--- src/pkg/scc_pkg.sv ---
// Purpose: Shared constants and types of the standby and conversion control block
// Assumes: 125 MHz system clock, 8-bit register values
// Notes: Command codes double as register word indices on the parallel bus
package scc_pkg;

	// ------------------------------------------------------------
	// Clock and timing
	// ------------------------------------------------------------
	localparam int unsigned CLK_HZ = 125_000_000; // System clock rate
	localparam int unsigned CONV_TIME_MS = 60; // One channel conversion time
	localparam int unsigned CONV_CYCLES = CLK_HZ / 1000 * CONV_TIME_MS; // Cycles per channel
	localparam int unsigned TMO_TIME_MS = 30; // Bus lockup timeout, clock held low
	localparam int unsigned TMO_CYCLES = TMO_TIME_MS * (CLK_HZ / 1000); // Cycles of timeout
	localparam int CNT_W = 32; // Width of the long counters

	// ------------------------------------------------------------
	// Serial command codes and register indices
	// ------------------------------------------------------------
	localparam logic [7:0] CMD_LOCAL = 8'h00; // Local temperature result
	localparam logic [7:0] CMD_REMOTE = 8'h01; // Remote temperature result
	localparam logic [7:0] CMD_STATUS = 8'h02; // Status byte
	localparam logic [7:0] CMD_CONFIG = 8'h03; // Configuration byte
	localparam logic [7:0] CMD_ONESHOT = 8'h0F; // Single conversion command
	localparam logic [6:0] SMB_ADDR_DEF = 7'h2A; // Default slave address

	// ------------------------------------------------------------
	// Field positions and reset values
	// ------------------------------------------------------------
	localparam int CFG_HALT_BIT = 6; // Conversion halt in configuration
	localparam int STAT_BUSY_BIT = 7; // Conversion in progress
	localparam int STAT_HWSTBY_BIT = 1; // Standby pin held low
	localparam logic [7:0] CFG_RST = 8'h00; // Configuration after reset
	localparam logic [7:0] TEMP_RST = 8'h00; // Result registers after reset
	localparam logic [7:0] PTR_RST = 8'h00; // Command pointer after reset

	// ------------------------------------------------------------
	// State encodings
	// ------------------------------------------------------------
	typedef enum logic [1:0] {
		C_IDLE = 2'b00,
		C_LOCAL = 2'b01,
		C_REMOTE = 2'b10
	} scc_conv_e;

	typedef enum logic [2:0] {
		S_IDLE = 3'b000,
		S_RX = 3'b001,
		S_RX_ACK = 3'b010,
		S_TX = 3'b011,
		S_TX_ACK = 3'b100
	} scc_smb_e;

endpackage

--- src/design/scc_smbus_slave.sv ---
// Purpose: Byte level two-wire slave with address match, ack and read-out
// Assumes: Pins sampled by two flops, bus far slower than the clock
// Notes: Open drain, only ever pulls data low
`timescale 1ns/1ns
module scc_smbus_slave
#(
	parameter logic [6:0] ADDR = scc_pkg::SMB_ADDR_DEF
)
(
	input wire logic clock_i,
	input wire logic rst_n_i,
	input wire logic scl_i,
	input wire logic sda_i,
	input wire logic bus_rst_i,
	input wire logic [7:0] tx_data_i,
	output logic sda_o,
	output logic sda_oe_o,
	output logic scl_o,
	output logic cmd_o,
	output logic wr_o,
	output logic [7:0] data_o
);
	import scc_pkg::*;

	// ------------------------------------------------------------
	// State
	// ------------------------------------------------------------
	typedef struct packed {
		logic [2:0] scl_sy; // Bit 0 first stage, 1 second, 2 previous
		logic [2:0] sda_sy; // Same layout as the clock
		scc_smb_e st; // Bit level state
		logic [3:0] cnt; // Bits of current byte
		logic [7:0] sh; // Shift register
		logic [1:0] idx; // 0 address, 1 command, 2 data
		logic rd; // Read direction
		logic oe; // Pulling data low
		logic cmd; // Command byte pulse
		logic wr; // Data byte pulse
		logic [7:0] dat; // Last received command or data byte
	} scc_smb_s;

	scc_smb_s q;
	scc_smb_s d;
	logic scl; // Settled clock level
	logic sda; // Settled data level
	logic rise; // Clock rising
	logic fall; // Clock falling
	logic start; // Start or repeated start
	logic stop; // Stop condition

	// ------------------------------------------------------------
	// Next state
	// ------------------------------------------------------------
	// Only the second stage and its delayed copy feed any decision
	always_comb
	begin
		d = q;
		d.scl_sy = {q.scl_sy[1:0], scl_i};
		d.sda_sy = {q.sda_sy[1:0], sda_i};
		d.cmd = 1'b0;
		d.wr = 1'b0;
		scl = q.scl_sy[1];
		sda = q.sda_sy[1];
		rise = scl & ~q.scl_sy[2];
		fall = ~scl & q.scl_sy[2];
		start = scl & q.scl_sy[2] & q.sda_sy[2] & ~sda;
		stop = scl & q.scl_sy[2] & ~q.sda_sy[2] & sda;
		if (bus_rst_i)
		begin
			// Timeout frees the bus
			d.st = S_IDLE;
			d.oe = 1'b0;
		end
		else if (start)
		begin
			// Fresh frame, address byte next
			d.st = S_RX;
			d.cnt = 4'h0;
			d.idx = 2'h0;
			d.rd = 1'b0;
			d.oe = 1'b0;
		end
		else if (stop)
		begin
			d.st = S_IDLE;
			d.oe = 1'b0;
		end
		else
		begin
			unique case (q.st)
				S_IDLE:
				begin
					d.oe = 1'b0;
				end
				S_RX:
				begin
					// Sample on rise, act on the fall after bit eight
					if (rise)
					begin
						d.sh = {q.sh[6:0], sda};
						d.cnt = q.cnt + 4'h1;
					end
					else if (fall && q.cnt == 4'h8)
					begin
						if (q.idx == 2'h0)
						begin
							if (q.sh[7:1] == ADDR)
							begin
								d.rd = q.sh[0];
								d.oe = 1'b1;
								d.st = S_RX_ACK;
							end
							else
							begin
								d.st = S_IDLE;
							end
						end
						else
						begin
							d.dat = q.sh;
							d.cmd = (q.idx == 2'h1);
							d.wr = (q.idx == 2'h2);
							d.oe = 1'b1;
							d.st = S_RX_ACK;
						end
						d.idx = (q.idx == 2'h2) ? 2'h2 : q.idx + 2'h1;
					end
				end
				S_RX_ACK:
				begin
					// Ack ends on the fall; a read puts out its first bit there
					if (fall)
					begin
						if (q.rd)
						begin
							d.st = S_TX;
							d.oe = ~tx_data_i[7];
							d.sh = {tx_data_i[6:0], 1'b0};
							d.cnt = 4'h1;
						end
						else
						begin
							d.st = S_RX;
							d.oe = 1'b0;
							d.cnt = 4'h0;
						end
					end
				end
				S_TX:
				begin
					if (fall)
					begin
						if (q.cnt == 4'h8)
						begin
							d.oe = 1'b0;
							d.st = S_TX_ACK;
						end
						else
						begin
							d.oe = ~q.sh[7];
							d.sh = {q.sh[6:0], 1'b0};
							d.cnt = q.cnt + 4'h1;
						end
					end
				end
				S_TX_ACK:
				begin
					// Host ack means another byte, no ack ends the read
					if (rise)
					begin
						d.st = sda ? S_IDLE : S_RX_ACK;
					end
				end
				default:
				begin
					d.st = S_IDLE;
					d.oe = 1'b0;
				end
			endcase
		end
	end

	// ------------------------------------------------------------
	// Registers
	// ------------------------------------------------------------
	// Idle bus reads high, so the sync stages start high
	always_ff @(posedge clock_i or negedge rst_n_i)
	begin
		if (!rst_n_i)
		begin
			q <= '{scl_sy: 3'h7, sda_sy: 3'h7, st: S_IDLE, cnt: 4'h0, sh: 8'h00,
				idx: 2'h0, rd: 1'b0, oe: 1'b0, cmd: 1'b0, wr: 1'b0, dat: 8'h00};
		end
		else
		begin
			q <= d;
		end
	end

	assign sda_o = 1'b0; // Open drain level when enabled
	assign sda_oe_o = q.oe;
	assign scl_o = q.scl_sy[1];
	assign cmd_o = q.cmd;
	assign wr_o = q.wr;
	assign data_o = q.dat;

endmodule // scc_smbus_slave

--- src/design/scc_standby_ctrl.sv ---
// Purpose: Standby and conversion control of a two-channel temperature sensor
// Assumes: Converter results arrive on the system clock, bus reached over Wishbone
// Notes: Serial slave and parallel bus share one register map
`timescale 1ns/1ns
module scc_standby_ctrl
#(
	parameter int unsigned CONV_CYC = scc_pkg::CONV_CYCLES,
	parameter int unsigned TMO_CYC = scc_pkg::TMO_CYCLES,
	parameter logic [6:0] SMB_ADDR = scc_pkg::SMB_ADDR_DEF
)
(
	input wire logic clock_i,
	input wire logic nrst_i,
	input wire logic standby_pin_n_i,
	input wire logic smb_scl_i,
	input wire logic smb_sda_i,
	output logic smb_sda_o,
	output logic smb_sda_oe_o,
	input wire logic [7:0] adc_local_i,
	input wire logic [7:0] adc_remote_i,
	output logic adc_enable_o,
	output logic adc_channel_o,
	input wire logic wb_cyc_i,
	input wire logic wb_stb_i,
	input wire logic wb_we_i,
	input wire logic [7:0] wb_adr_i,
	input wire logic [3:0] wb_sel_i,
	input wire logic [31:0] wb_dat_i,
	output logic [31:0] wb_dat_o,
	output logic wb_ack_o
);
	import scc_pkg::*;

	// ------------------------------------------------------------
	// State
	// ------------------------------------------------------------
	typedef struct packed {
		logic [1:0] pin_sy; // Standby pin synchroniser
		logic [7:0] cfg; // Configuration byte
		logic [7:0] ptr; // Last command byte other than the single conversion code
		logic [7:0] loc; // Local result
		logic [7:0] rem; // Remote result
		logic [7:0] loc_pend; // Local value until the pair completes
		scc_conv_e conv; // Conversion sequencer
		logic [CNT_W-1:0] cnt; // Time within a channel
		logic [CNT_W-1:0] tmo; // Clock low time
		logic bus_rst; // Timeout pulse to the slave
		logic adc_en; // Converter enable
		logic adc_ch; // 0 local, 1 remote
		logic ack; // Wishbone acknowledge
		logic [31:0] rdat; // Wishbone read data
	} scc_ctl_s;

	localparam logic [CNT_W-1:0] CONV_LAST = CNT_W'(CONV_CYC - 1); // Last cycle of a channel
	localparam logic [CNT_W-1:0] TMO_LAST = CNT_W'(TMO_CYC - 1); // Last cycle before reset

	scc_ctl_s q;
	scc_ctl_s d;
	logic [1:0] rst_sync_q; // Reset release stages
	logic rst_n; // Released reset
	logic smb_scl; // Settled serial clock
	logic smb_cmd; // Command byte pulse
	logic smb_wr; // Data byte pulse
	logic [7:0] smb_data; // Received byte
	logic [7:0] smb_tx; // Byte for a read
	logic hw_standby; // Pin held low
	logic halt; // Halt bit set
	logic standby; // Either standby form
	logic busy; // Conversion running
	logic halt_cmd; // Standby request from software
	logic shot_cmd; // Single conversion request
	logic wb_req; // New bus request
	logic [7:0] wb_code; // Word index of the request

	// ------------------------------------------------------------
	// Reset release
	// ------------------------------------------------------------
	// Assert at once, release two edges later to avoid recovery races
	always_ff @(posedge clock_i or negedge nrst_i)
	begin
		if (!nrst_i)
		begin
			rst_sync_q <= 2'b00;
		end
		else
		begin
			rst_sync_q <= {rst_sync_q[0], 1'b1};
		end
	end

	assign rst_n = rst_sync_q[1];

	// ------------------------------------------------------------
	// Register read decode, shared by both buses
	// ------------------------------------------------------------
	function automatic logic [7:0] scc_read(
		input logic [7:0] code,
		input scc_ctl_s s,
		input logic bsy,
		input logic hw
	);
		logic [7:0] v;
		v = 8'h00;
		unique case (code)
			CMD_LOCAL: v = s.loc;
			CMD_REMOTE: v = s.rem;
			CMD_STATUS:
			begin
				v[STAT_BUSY_BIT] = bsy;
				v[STAT_HWSTBY_BIT] = hw;
			end
			CMD_CONFIG: v = s.cfg;
			default: v = 8'h00; // Unmapped and write-only codes
		endcase
		return v;
	endfunction

	// ------------------------------------------------------------
	// Serial slave
	// ------------------------------------------------------------
	// Stays alive in standby; nothing here looks at the standby state
	scc_smbus_slave #(
		.ADDR(SMB_ADDR)
	) u_slave (
		.clock_i(clock_i),
		.rst_n_i(rst_n),
		.scl_i(smb_scl_i),
		.sda_i(smb_sda_i),
		.bus_rst_i(q.bus_rst),
		.tx_data_i(smb_tx),
		.sda_o(smb_sda_o),
		.sda_oe_o(smb_sda_oe_o),
		.scl_o(smb_scl),
		.cmd_o(smb_cmd),
		.wr_o(smb_wr),
		.data_o(smb_data)
	);

	// Receive byte reads whatever the last command selected
	assign smb_tx = scc_read(q.ptr, q, busy, hw_standby);

	// ------------------------------------------------------------
	// Next state
	// ------------------------------------------------------------
	always_comb
	begin
		d = q;
		d.bus_rst = 1'b0;
		d.ack = 1'b0;
		halt_cmd = 1'b0;
		shot_cmd = 1'b0;
		d.pin_sy = {q.pin_sy[0], standby_pin_n_i};
		hw_standby = ~q.pin_sy[1];
		halt = q.cfg[CFG_HALT_BIT];
		standby = hw_standby | halt;
		busy = (q.conv != C_IDLE);
		wb_code = {2'b00, wb_adr_i[7:2]};
		wb_req = wb_cyc_i & wb_stb_i & ~q.ack;

		// Serial command byte: single conversion or new pointer
		if (smb_cmd)
		begin
			if (smb_data == CMD_ONESHOT)
			begin
				shot_cmd = 1'b1;
			end
			else
			begin
				d.ptr = smb_data;
			end
		end

		// Serial data byte: only configuration is writable
		if (smb_wr && q.ptr == CMD_CONFIG)
		begin
			d.cfg = smb_data;
			halt_cmd = smb_data[CFG_HALT_BIT];
		end

		// Parallel bus, one cycle answer; it wins a same-cycle clash
		if (wb_req)
		begin
			d.ack = 1'b1;
			d.rdat = {24'h00_0000, scc_read(wb_code, q, busy, hw_standby)};
			if (wb_we_i && wb_sel_i[0])
			begin
				if (wb_code == CMD_CONFIG)
				begin
					d.cfg = wb_dat_i[7:0];
					halt_cmd = wb_dat_i[CFG_HALT_BIT];
				end
				else if (wb_code == CMD_ONESHOT)
				begin
					shot_cmd = 1'b1;
				end
			end
		end

		// Conversion sequencer; results move only on full completion
		unique case (q.conv)
			C_IDLE:
			begin
				// Pin low or a same-cycle halt write blocks every start
				if (!hw_standby && !halt_cmd && (!halt || shot_cmd))
				begin
					d.conv = C_LOCAL;
					d.cnt = '0;
					d.adc_en = 1'b1;
					d.adc_ch = 1'b0;
				end
				else
				begin
					d.adc_en = 1'b0;
				end
			end
			C_LOCAL,
			C_REMOTE:
			begin
				if (hw_standby || halt_cmd)
				begin
					// Abort drops the pending value, old results stay
					d.conv = C_IDLE;
					d.adc_en = 1'b0;
				end
				else if (q.cnt == CONV_LAST)
				begin
					d.cnt = '0;
					if (q.conv == C_LOCAL)
					begin
						d.loc_pend = adc_local_i;
						d.conv = C_REMOTE;
						d.adc_ch = 1'b1;
					end
					else
					begin
						// Idle one cycle so busy is seen low between passes
						d.loc = q.loc_pend;
						d.rem = adc_remote_i;
						d.conv = C_IDLE;
						d.adc_en = 1'b0;
						d.adc_ch = 1'b0;
					end
				end
				else
				begin
					d.cnt = q.cnt + CNT_W'(1);
				end
			end
			default:
			begin
				d.conv = C_IDLE;
				d.adc_en = 1'b0;
			end
		endcase

		// Lockup timeout on a held-low clock, never in standby
		if (standby || smb_scl)
		begin
			d.tmo = '0;
		end
		else if (q.tmo == TMO_LAST)
		begin
			d.tmo = '0;
			d.bus_rst = 1'b1;
		end
		else
		begin
			d.tmo = q.tmo + CNT_W'(1);
		end
	end

	// ------------------------------------------------------------
	// Registers
	// ------------------------------------------------------------
	// No standby path clears a result, configuration or pointer field, so data survives standby
	always_ff @(posedge clock_i or negedge rst_n)
	begin
		if (!rst_n)
		begin
			q <= '{pin_sy: 2'b11, cfg: CFG_RST, ptr: PTR_RST, loc: TEMP_RST,
				rem: TEMP_RST, loc_pend: TEMP_RST, conv: C_IDLE, cnt: '0, tmo: '0,
				bus_rst: 1'b0, adc_en: 1'b0, adc_ch: 1'b0, ack: 1'b0,
				rdat: 32'h0000_0000};
		end
		else
		begin
			q <= d;
		end
	end

	// ------------------------------------------------------------
	// Outputs
	// ------------------------------------------------------------
	assign adc_enable_o = q.adc_en;
	assign adc_channel_o = q.adc_ch;
	assign wb_dat_o = q.rdat;
	assign wb_ack_o = q.ack;

endmodule // scc_standby_ctrl

--- config.mk ---
export PLATFORM = sky130hd
export DESIGN_NAME = scc_standby_ctrl
export DESIGN_NICKNAME = d
export VERILOG_FILES = /design/src/pkg/scc_pkg.sv /design/src/design/scc_smbus_slave.sv /design/src/design/scc_standby_ctrl.sv
export SDC_FILE = /design/constraint.sdc
export NUM_CORES = 1
export LEC_CHECK = 0
export BUFFER_PORTS_ARGS = -buffer_cell sky130_fd_sc_hd__buf_2
export CELL_PAD_IN_SITES_DETAIL_PLACEMENT = 1
export CELL_PAD_IN_SITES_GLOBAL_PLACEMENT = 2
export CORE_AREA = 2 2 154 156
export DETAILED_ROUTE_END_ITERATION = 10
export DIE_AREA = 0 0 156 158
export HOLD_SLACK_MARGIN = 0.06
export PLACE_DENSITY = 0.88
export SETUP_SLACK_MARGIN = 0.4
export SLEW_MARGIN = 20
export SYNTH_ARGS = -nofsm -noshare
export SYNTH_HDL_FRONTEND = slang
export SYNTH_HIERARCHICAL = 1
export SYNTH_SLANG_ARGS = --single-unit
--- constraint.sdc ---
create_clock -name clock_i -period 5.2 [get_ports clock_i]
set_input_delay 0.26 -clock clock_i [delete_from_list [all_inputs] [get_ports clock_i]]
set_output_delay 0.26 -clock clock_i [all_outputs]
set_load 0.02 [all_outputs]
# Yosys cells after proc, flatten, opt, wreduce, memory -nomap -nowiden
# Cells that the tools add are included.
[classes]
n_addsub = 4
n_eq_ne = 45
mux = 84
bitwise = 26
n_reduce_logical = 38
[ops]
columns = ["cell", "n"]
rows = [
  ["$mux 32", 4],
  ["$add 32x1->32 const B", 2],
  ["$pmux 32 s2", 1],
  ["$mux 10", 5],
  ["$mux 15", 3],
  ["$mux 8", 5],
  ["$pmux 12 s3", 1],
  ["$mux 34", 1],
  ["$mux 33", 1],
  ["$eq 32x22->1 const B", 1],
  ["$eq 32x23->1 const B", 1],
  ["$pmux 5 s3", 2],
  ["$mux 14", 2],
  ["$reduce_and 7->1", 4],
  ["$mux 1", 26],
  ["$ne 5x2->1 const B", 5],
  ["$mux 12", 2],
  ["$mux 3", 7],
  ["$mux 2", 10],
  ["$pmux 1 s4", 5],
  ["$eq 8x2->1 const B", 2],
  ["$not 1->1", 16],
  ["$pmux 3 s5", 1],
  ["$eq 6x2->1 const B", 2],
  ["46 further kinds", 88],
]
[totals]
ff_bits = 157
inputBits = 68

# Longest topological paths before layout
[logic_depth]
depth_word = 11
depth_mapped = 11
mapped_depth_nobuf = 10

# By module
# Netlist, hierarchy kept.
[by_module_without_submodules]
columns = ["module", "n_inst", "cells_per_inst", "area_per_inst_um2", "seq_area_each_um2"]
rows = [
  ["scc_standby_ctrl", 1, 665, 6521.3, 3055.4],
  ["scc_smbus_slave", 1, 184, 1896.8, 883.3],
]

# Worst setup path before layout
# Ideal clock, no wire load.
[synth_timing]
path_type = "reg-to-reg"
startpoint = "register q, in the netlist wb_ack_o"
endpoint = "register q[76] in the netlist's numbering"
setup_ps = 103
arrival_ps = 2268
required_ps = 5097
setup_slack_ps = 2828
stages_incl_launch_ff = 9
synth_period_minus_slack_ps = 2372
cell_sequence = "dfrtp_1 nand3b_4 or3_1 o221a_1 a211o_1 or2_1 buf_6 buf_6 o41ai_2"
[synth_between]
elab_chain_len = 8
elab_cells_between_ends = 12
classes_between = "eq/ne (2); mux (2); bitwise (2); reduce/logical (6)"
[synth_lines]
columns = ["element", "line", "source"]
rows = [
  ["start: declaration", "scc_standby_ctrl.sv:57", "scc_ctl_s q;"],
  ["start signal: assignment", "scc_standby_ctrl.sv:280", "q <= '{pin_sy: 2'b11, cfg: CFG_RST, ptr: PTR_RST, loc: TEMP_RST,"],
  ["$not 1->1 *", "scc_standby_ctrl.sv:158", "wb_req = wb_cyc_i & wb_stb_i & ~q.ack;"],
  ["$and 1x1->1 *", "scc_standby_ctrl.sv:158", ""],
  ["$mux 1", "scc_standby_ctrl.sv:181", "if (wb_req)"],
  ["$logic_not 1->1", "scc_standby_ctrl.sv:204", "if (!hw_standby && !halt_cmd && (!halt || shot_cmd))"],
  ["$logic_and 1x1->1 (2 in series)", "scc_standby_ctrl.sv:204", ""],
  ["$ne 2x2->1 (no source line)", "n/a", ""],
  ["$reduce_and 3->1 (no source line) *", "n/a", ""],
]
# Mark *: on every way between the ends. The rest lies on a longest branch, timed or not.
# A chain may end at the register's enable or synchronous reset.

# Final worst setup path
[layout_timing]
startpoint = "register q[126] in the netlist's numbering"
endpoint = "register q[86] in the netlist's numbering"
[layout_between]
elab_chain_len = 11
elab_cells_between_ends = 13
classes_between = "eq/ne (3); mux (4); reduce/logical (6)"
[layout_lines]
columns = ["element", "line", "source"]
rows = [
  ["$eq 8x2->1 *", "scc_standby_ctrl.sv:174", "if (smb_wr && q.ptr == CMD_CONFIG)"],
  ["$logic_and 1x1->1 *", "scc_standby_ctrl.sv:174", ""],
  ["$mux 1 *", "scc_standby_ctrl.sv:174", ""],
  ["$mux 1", "scc_standby_ctrl.sv:187", "if (wb_code == CMD_CONFIG)"],
  ["$mux 1", "scc_standby_ctrl.sv:185", "if (wb_we_i && wb_sel_i[0])"],
  ["$mux 1 *", "scc_standby_ctrl.sv:181", ""],
  ["$logic_not 1->1", "scc_standby_ctrl.sv:204", ""],
  ["$logic_and 1x1->1 (2 in series)", "scc_standby_ctrl.sv:204", ""],
  ["$ne 2x2->1 (no source line)", "n/a", ""],
  ["$reduce_and 3->1 (no source line) *", "n/a", ""],
]
# Marked as above.

==> results.md <==
- Min cycle time layout: 3.18 ns
- Root Driver: clkbuf_16
- P_leak: 4.20 nW
- Vias in the first global route: 6637
- Residual DRC: 0
- Largest net degree at the start of global routing: 143
- H-Tree Depth: 4
- Post-DRT Antenna Nets: 0
- Post-synthesis average cell area: 9.92 um^2
- Reg clk slew, reported paths: 0.06 ns
- Most Crowded Layer GR: met2
- Via density: 5.36
- Clock buffer depth: 2
- DIE WIDTH: 156 um
- Cell variety after synth: 69
- Critical path capture point type: register
- Post-synth EDFFs: 0
- Async S/R FF share, synth: 100%
- Final core occ: 41.0%
- Hold Vio Cnt, Final: 0
- CP Launch Type: register
- Hold depth: 2
- CTS tree: done
- Max VDD drop: 0.000234 V
- Type of the worst min-delay path: primary input to register
- Max-cap check violation count: 0
- Reg2Reg Depth: 8
- Worst Hold Path EP: q[102]
- Most frequent cells in the layout: dfrtp_1 (148), nor2_1 (80), nand2_1 (67), nand3_1 (51), buf_2 (50)
- Initial DRC Count: 333
- Post-Syn Area: 8420 um^2
- Final #Nets: 970
- Hold Crit Start: adc_local_i[0]
- Power Density: 326 nW/um^2
- Tcrit/Tclk final: 61.1%
- Global Route Usage Sum: 18.6%
- Post-CTS sizing: 0
- Worst Skew: 0.0130 ns
- RR Endpoint: q[86]
- Routed len/inst: 18.4 um
- GPL Wtd Cong: 0.768
- Maximum fanout along the worst path: 18
- Drt total wl: 21900 um
- Clock Sinks: 157
- Die area: 24600 um^2
- FF+latch count, synth: 157
- Post-synth top area share: 44.3%
- Arrival time of the worst setup path: 3.48 ns
- Outcome: completed
- Max-slew headroom: 28.7%
- Setup TNS: 0 ns
- Initial antenna violation count: 0
- # fillers: 2623
- Gr ovfl total: 0
- Global-route wire length before repair: 35600 um
- FF-to-FF setup slack: 2.02 ns
- Top Ports: 105
- Setup violations, final: 0
- Fmax: 315 MHz
- Final Max Slew Viols: 0
- Critical path class: register to register
- Crit path required time: 5.50 ns
- Worst R2R Start: q[126]
- RSZ-0062 raised after global routing: false
- Top cells by area, synth: dfrtp_1 (44%), mux2i_1 (3.9%), buf_4 (3.8%)
- Core Region: 23100 um^2
- Met1 usage: 25.3%
- Clk_lat worst skew: 0.44 ns
- Met2 usage: 29.8%
- Diode count: 0
- Most common cell after layout, fill and taps aside: dfrtp_1
- Die Ht: 158 um
- DP HPWL: 15100 um
- Initial core utilization: 36.5%
- Share of cells above drive strength 1: 15.2%
- Via count: 6395
- Yosys warnings: 6
- Drt first pass iters: 4
- Sequential-to-total area share from yosys stat: 46.8%
- Total power draw: 3.09 mW
- Worst-margin pin slew: 1.07 ns
- Row count: 56
- Cell count after synthesis: 849
- Synthesis-to-layout area growth: 12.3%
- CTS Buf Count: 17
- Cell taking the most area after synthesis: dfrtp_1
- I/O Buffers: 50
- Main synth FF type: dfrtp_1
- M3 GR Usage: 3.72%
-- worst max path at each step --
stage / endpoint / start / cells past startpoint / slack [ns]
floorplan: adc_channel_o / rst_sync_q[1] / 0 / 0.52
global placement: q[88] / wb_adr_i[2] / 8 / 2.02
detailed placement: q[123] / wb_adr_i[2] / 7 / 1.94
CTS: q[86] / q[126] / 8 / 2.01
global route: q[86] / q[126] / 8 / 1.78
finish: q[86] / q[126] / 8 / 2.02
-- layout make-up --
type | count | area, um^2 | share of cell area (%)
tap | 290 | 363 | 3.84
inverter | 23 | 86.3 | 0.913
multi-input combinational | 614 | 3980 | 42.1
clock buffer | 24 | 472 | 4.99
sequential | 157 | 3940 | 41.7
clock inverter | 8 | 85.1 | 0.900
timing repair buffer | 78 | 526 | 5.56
-- cell usage after synthesis, drive strengths merged (2+ instances only) --
cell type and n:
nand3b 7, nor4b 6, dfrtp 149, a22o 8, xnor2 13, o21ai 71, and4 3, clkbuf 13
buf 65, a31oi 8, nand2 67, xor2 17, o221ai 2, nand4 17, a21oi 19, o41ai 7
nor4 14, o31ai 20, nor3b 4, a211oi 2, or4 4, nand3 51, and3 14, ha 11
o22ai 3, mux2 36, nand4b 3, nor2 82, nor3 15, mux2i 33, nor2b 8, and2 11
nand2b 11, o311ai 2, inv 23, or3 5, a2bb2oi 2, conb 3, dfstp 8, and3b 2
-- kinds of logic (layout without fill, tap and decap cells) --
| family | Yosys count | after routing | share of synthesized area (%) |
|---|---|---|---|
| mux | 70 | 70 | 9.01 |
| fa+ha+maj | 11 | 11 | 1.63 |
| buf+inv | 101 | 133 | 7.06 |
| simple gates | 327 | 327 | 20.4 |
| compound gates | 150 | 150 | 11.8 |
| other cells | 3 | 26 | 0.134 |
| xor+xnor | 30 | 30 | 3.12 |
| flops | 157 | 157 | 46.8 |
-- report_power, final --
part	internal, mW	total (mW)	switching (mW)	leakage (nW)
Combinational	0.183	0.504	0.321	1.82
Clock	0.687	1.20	0.510	0.265
Sequential	1.30	1.39	0.0881	2.12
Total	2.17	3.09	0.919	4.20
-- sequential cells by signal (all words and copies together), names as in the netlist --
register,count
u_slave/cmd_o,1
u_slave/wr_o,1
wb_ack_o,1
u_slave/sda_oe_o,1
u_slave/data_o,8
adc_enable_o,1
rst_sync_q,2
adc_channel_o,1
u_slave/d,3
u_slave/scl_o,1
d,1
wb_dat_o,8
halt,1
u_slave/q,20
q,107
-- metal layers --
layer	vias to the layer above	wire length, um
met5	-	0
li1	3035	-
met2	97	10300
met4	0	465
met3	26	767
met1	3237	10400
-- critical path, cell delays in order, from the launching register on --
cell and delay [ns]:
dfrtp_1 0.69, and2_1 0.37, nand4_1 0.14, buf_4 0.23
o31ai_1 0.37, a211o_1 0.17, or2_1 0.63, buf_4 0.33
o31ai_1 0.11
-- per-stage QoR --
stage	instance area, um^2	hold WS [ns]	setup WS [ns]	cells
after detailed placement	8690	0.0496	1.94	1141
after global placement	8690	0.0472	2.02	1141
after floorplan	8500	-0.0356	0.516	872
after global routing	9460	0.0740	1.78	1194
after CTS	9460	0.0609	2.01	1194
final	9460	0.0918	2.02	1194
-- repair_timing --
item                                   CTS  global route
hold buffers                            21             0
endpoints found under the hold margin   22             0
setup buffers                            0             0
Power figures use the tool's default switching activity.
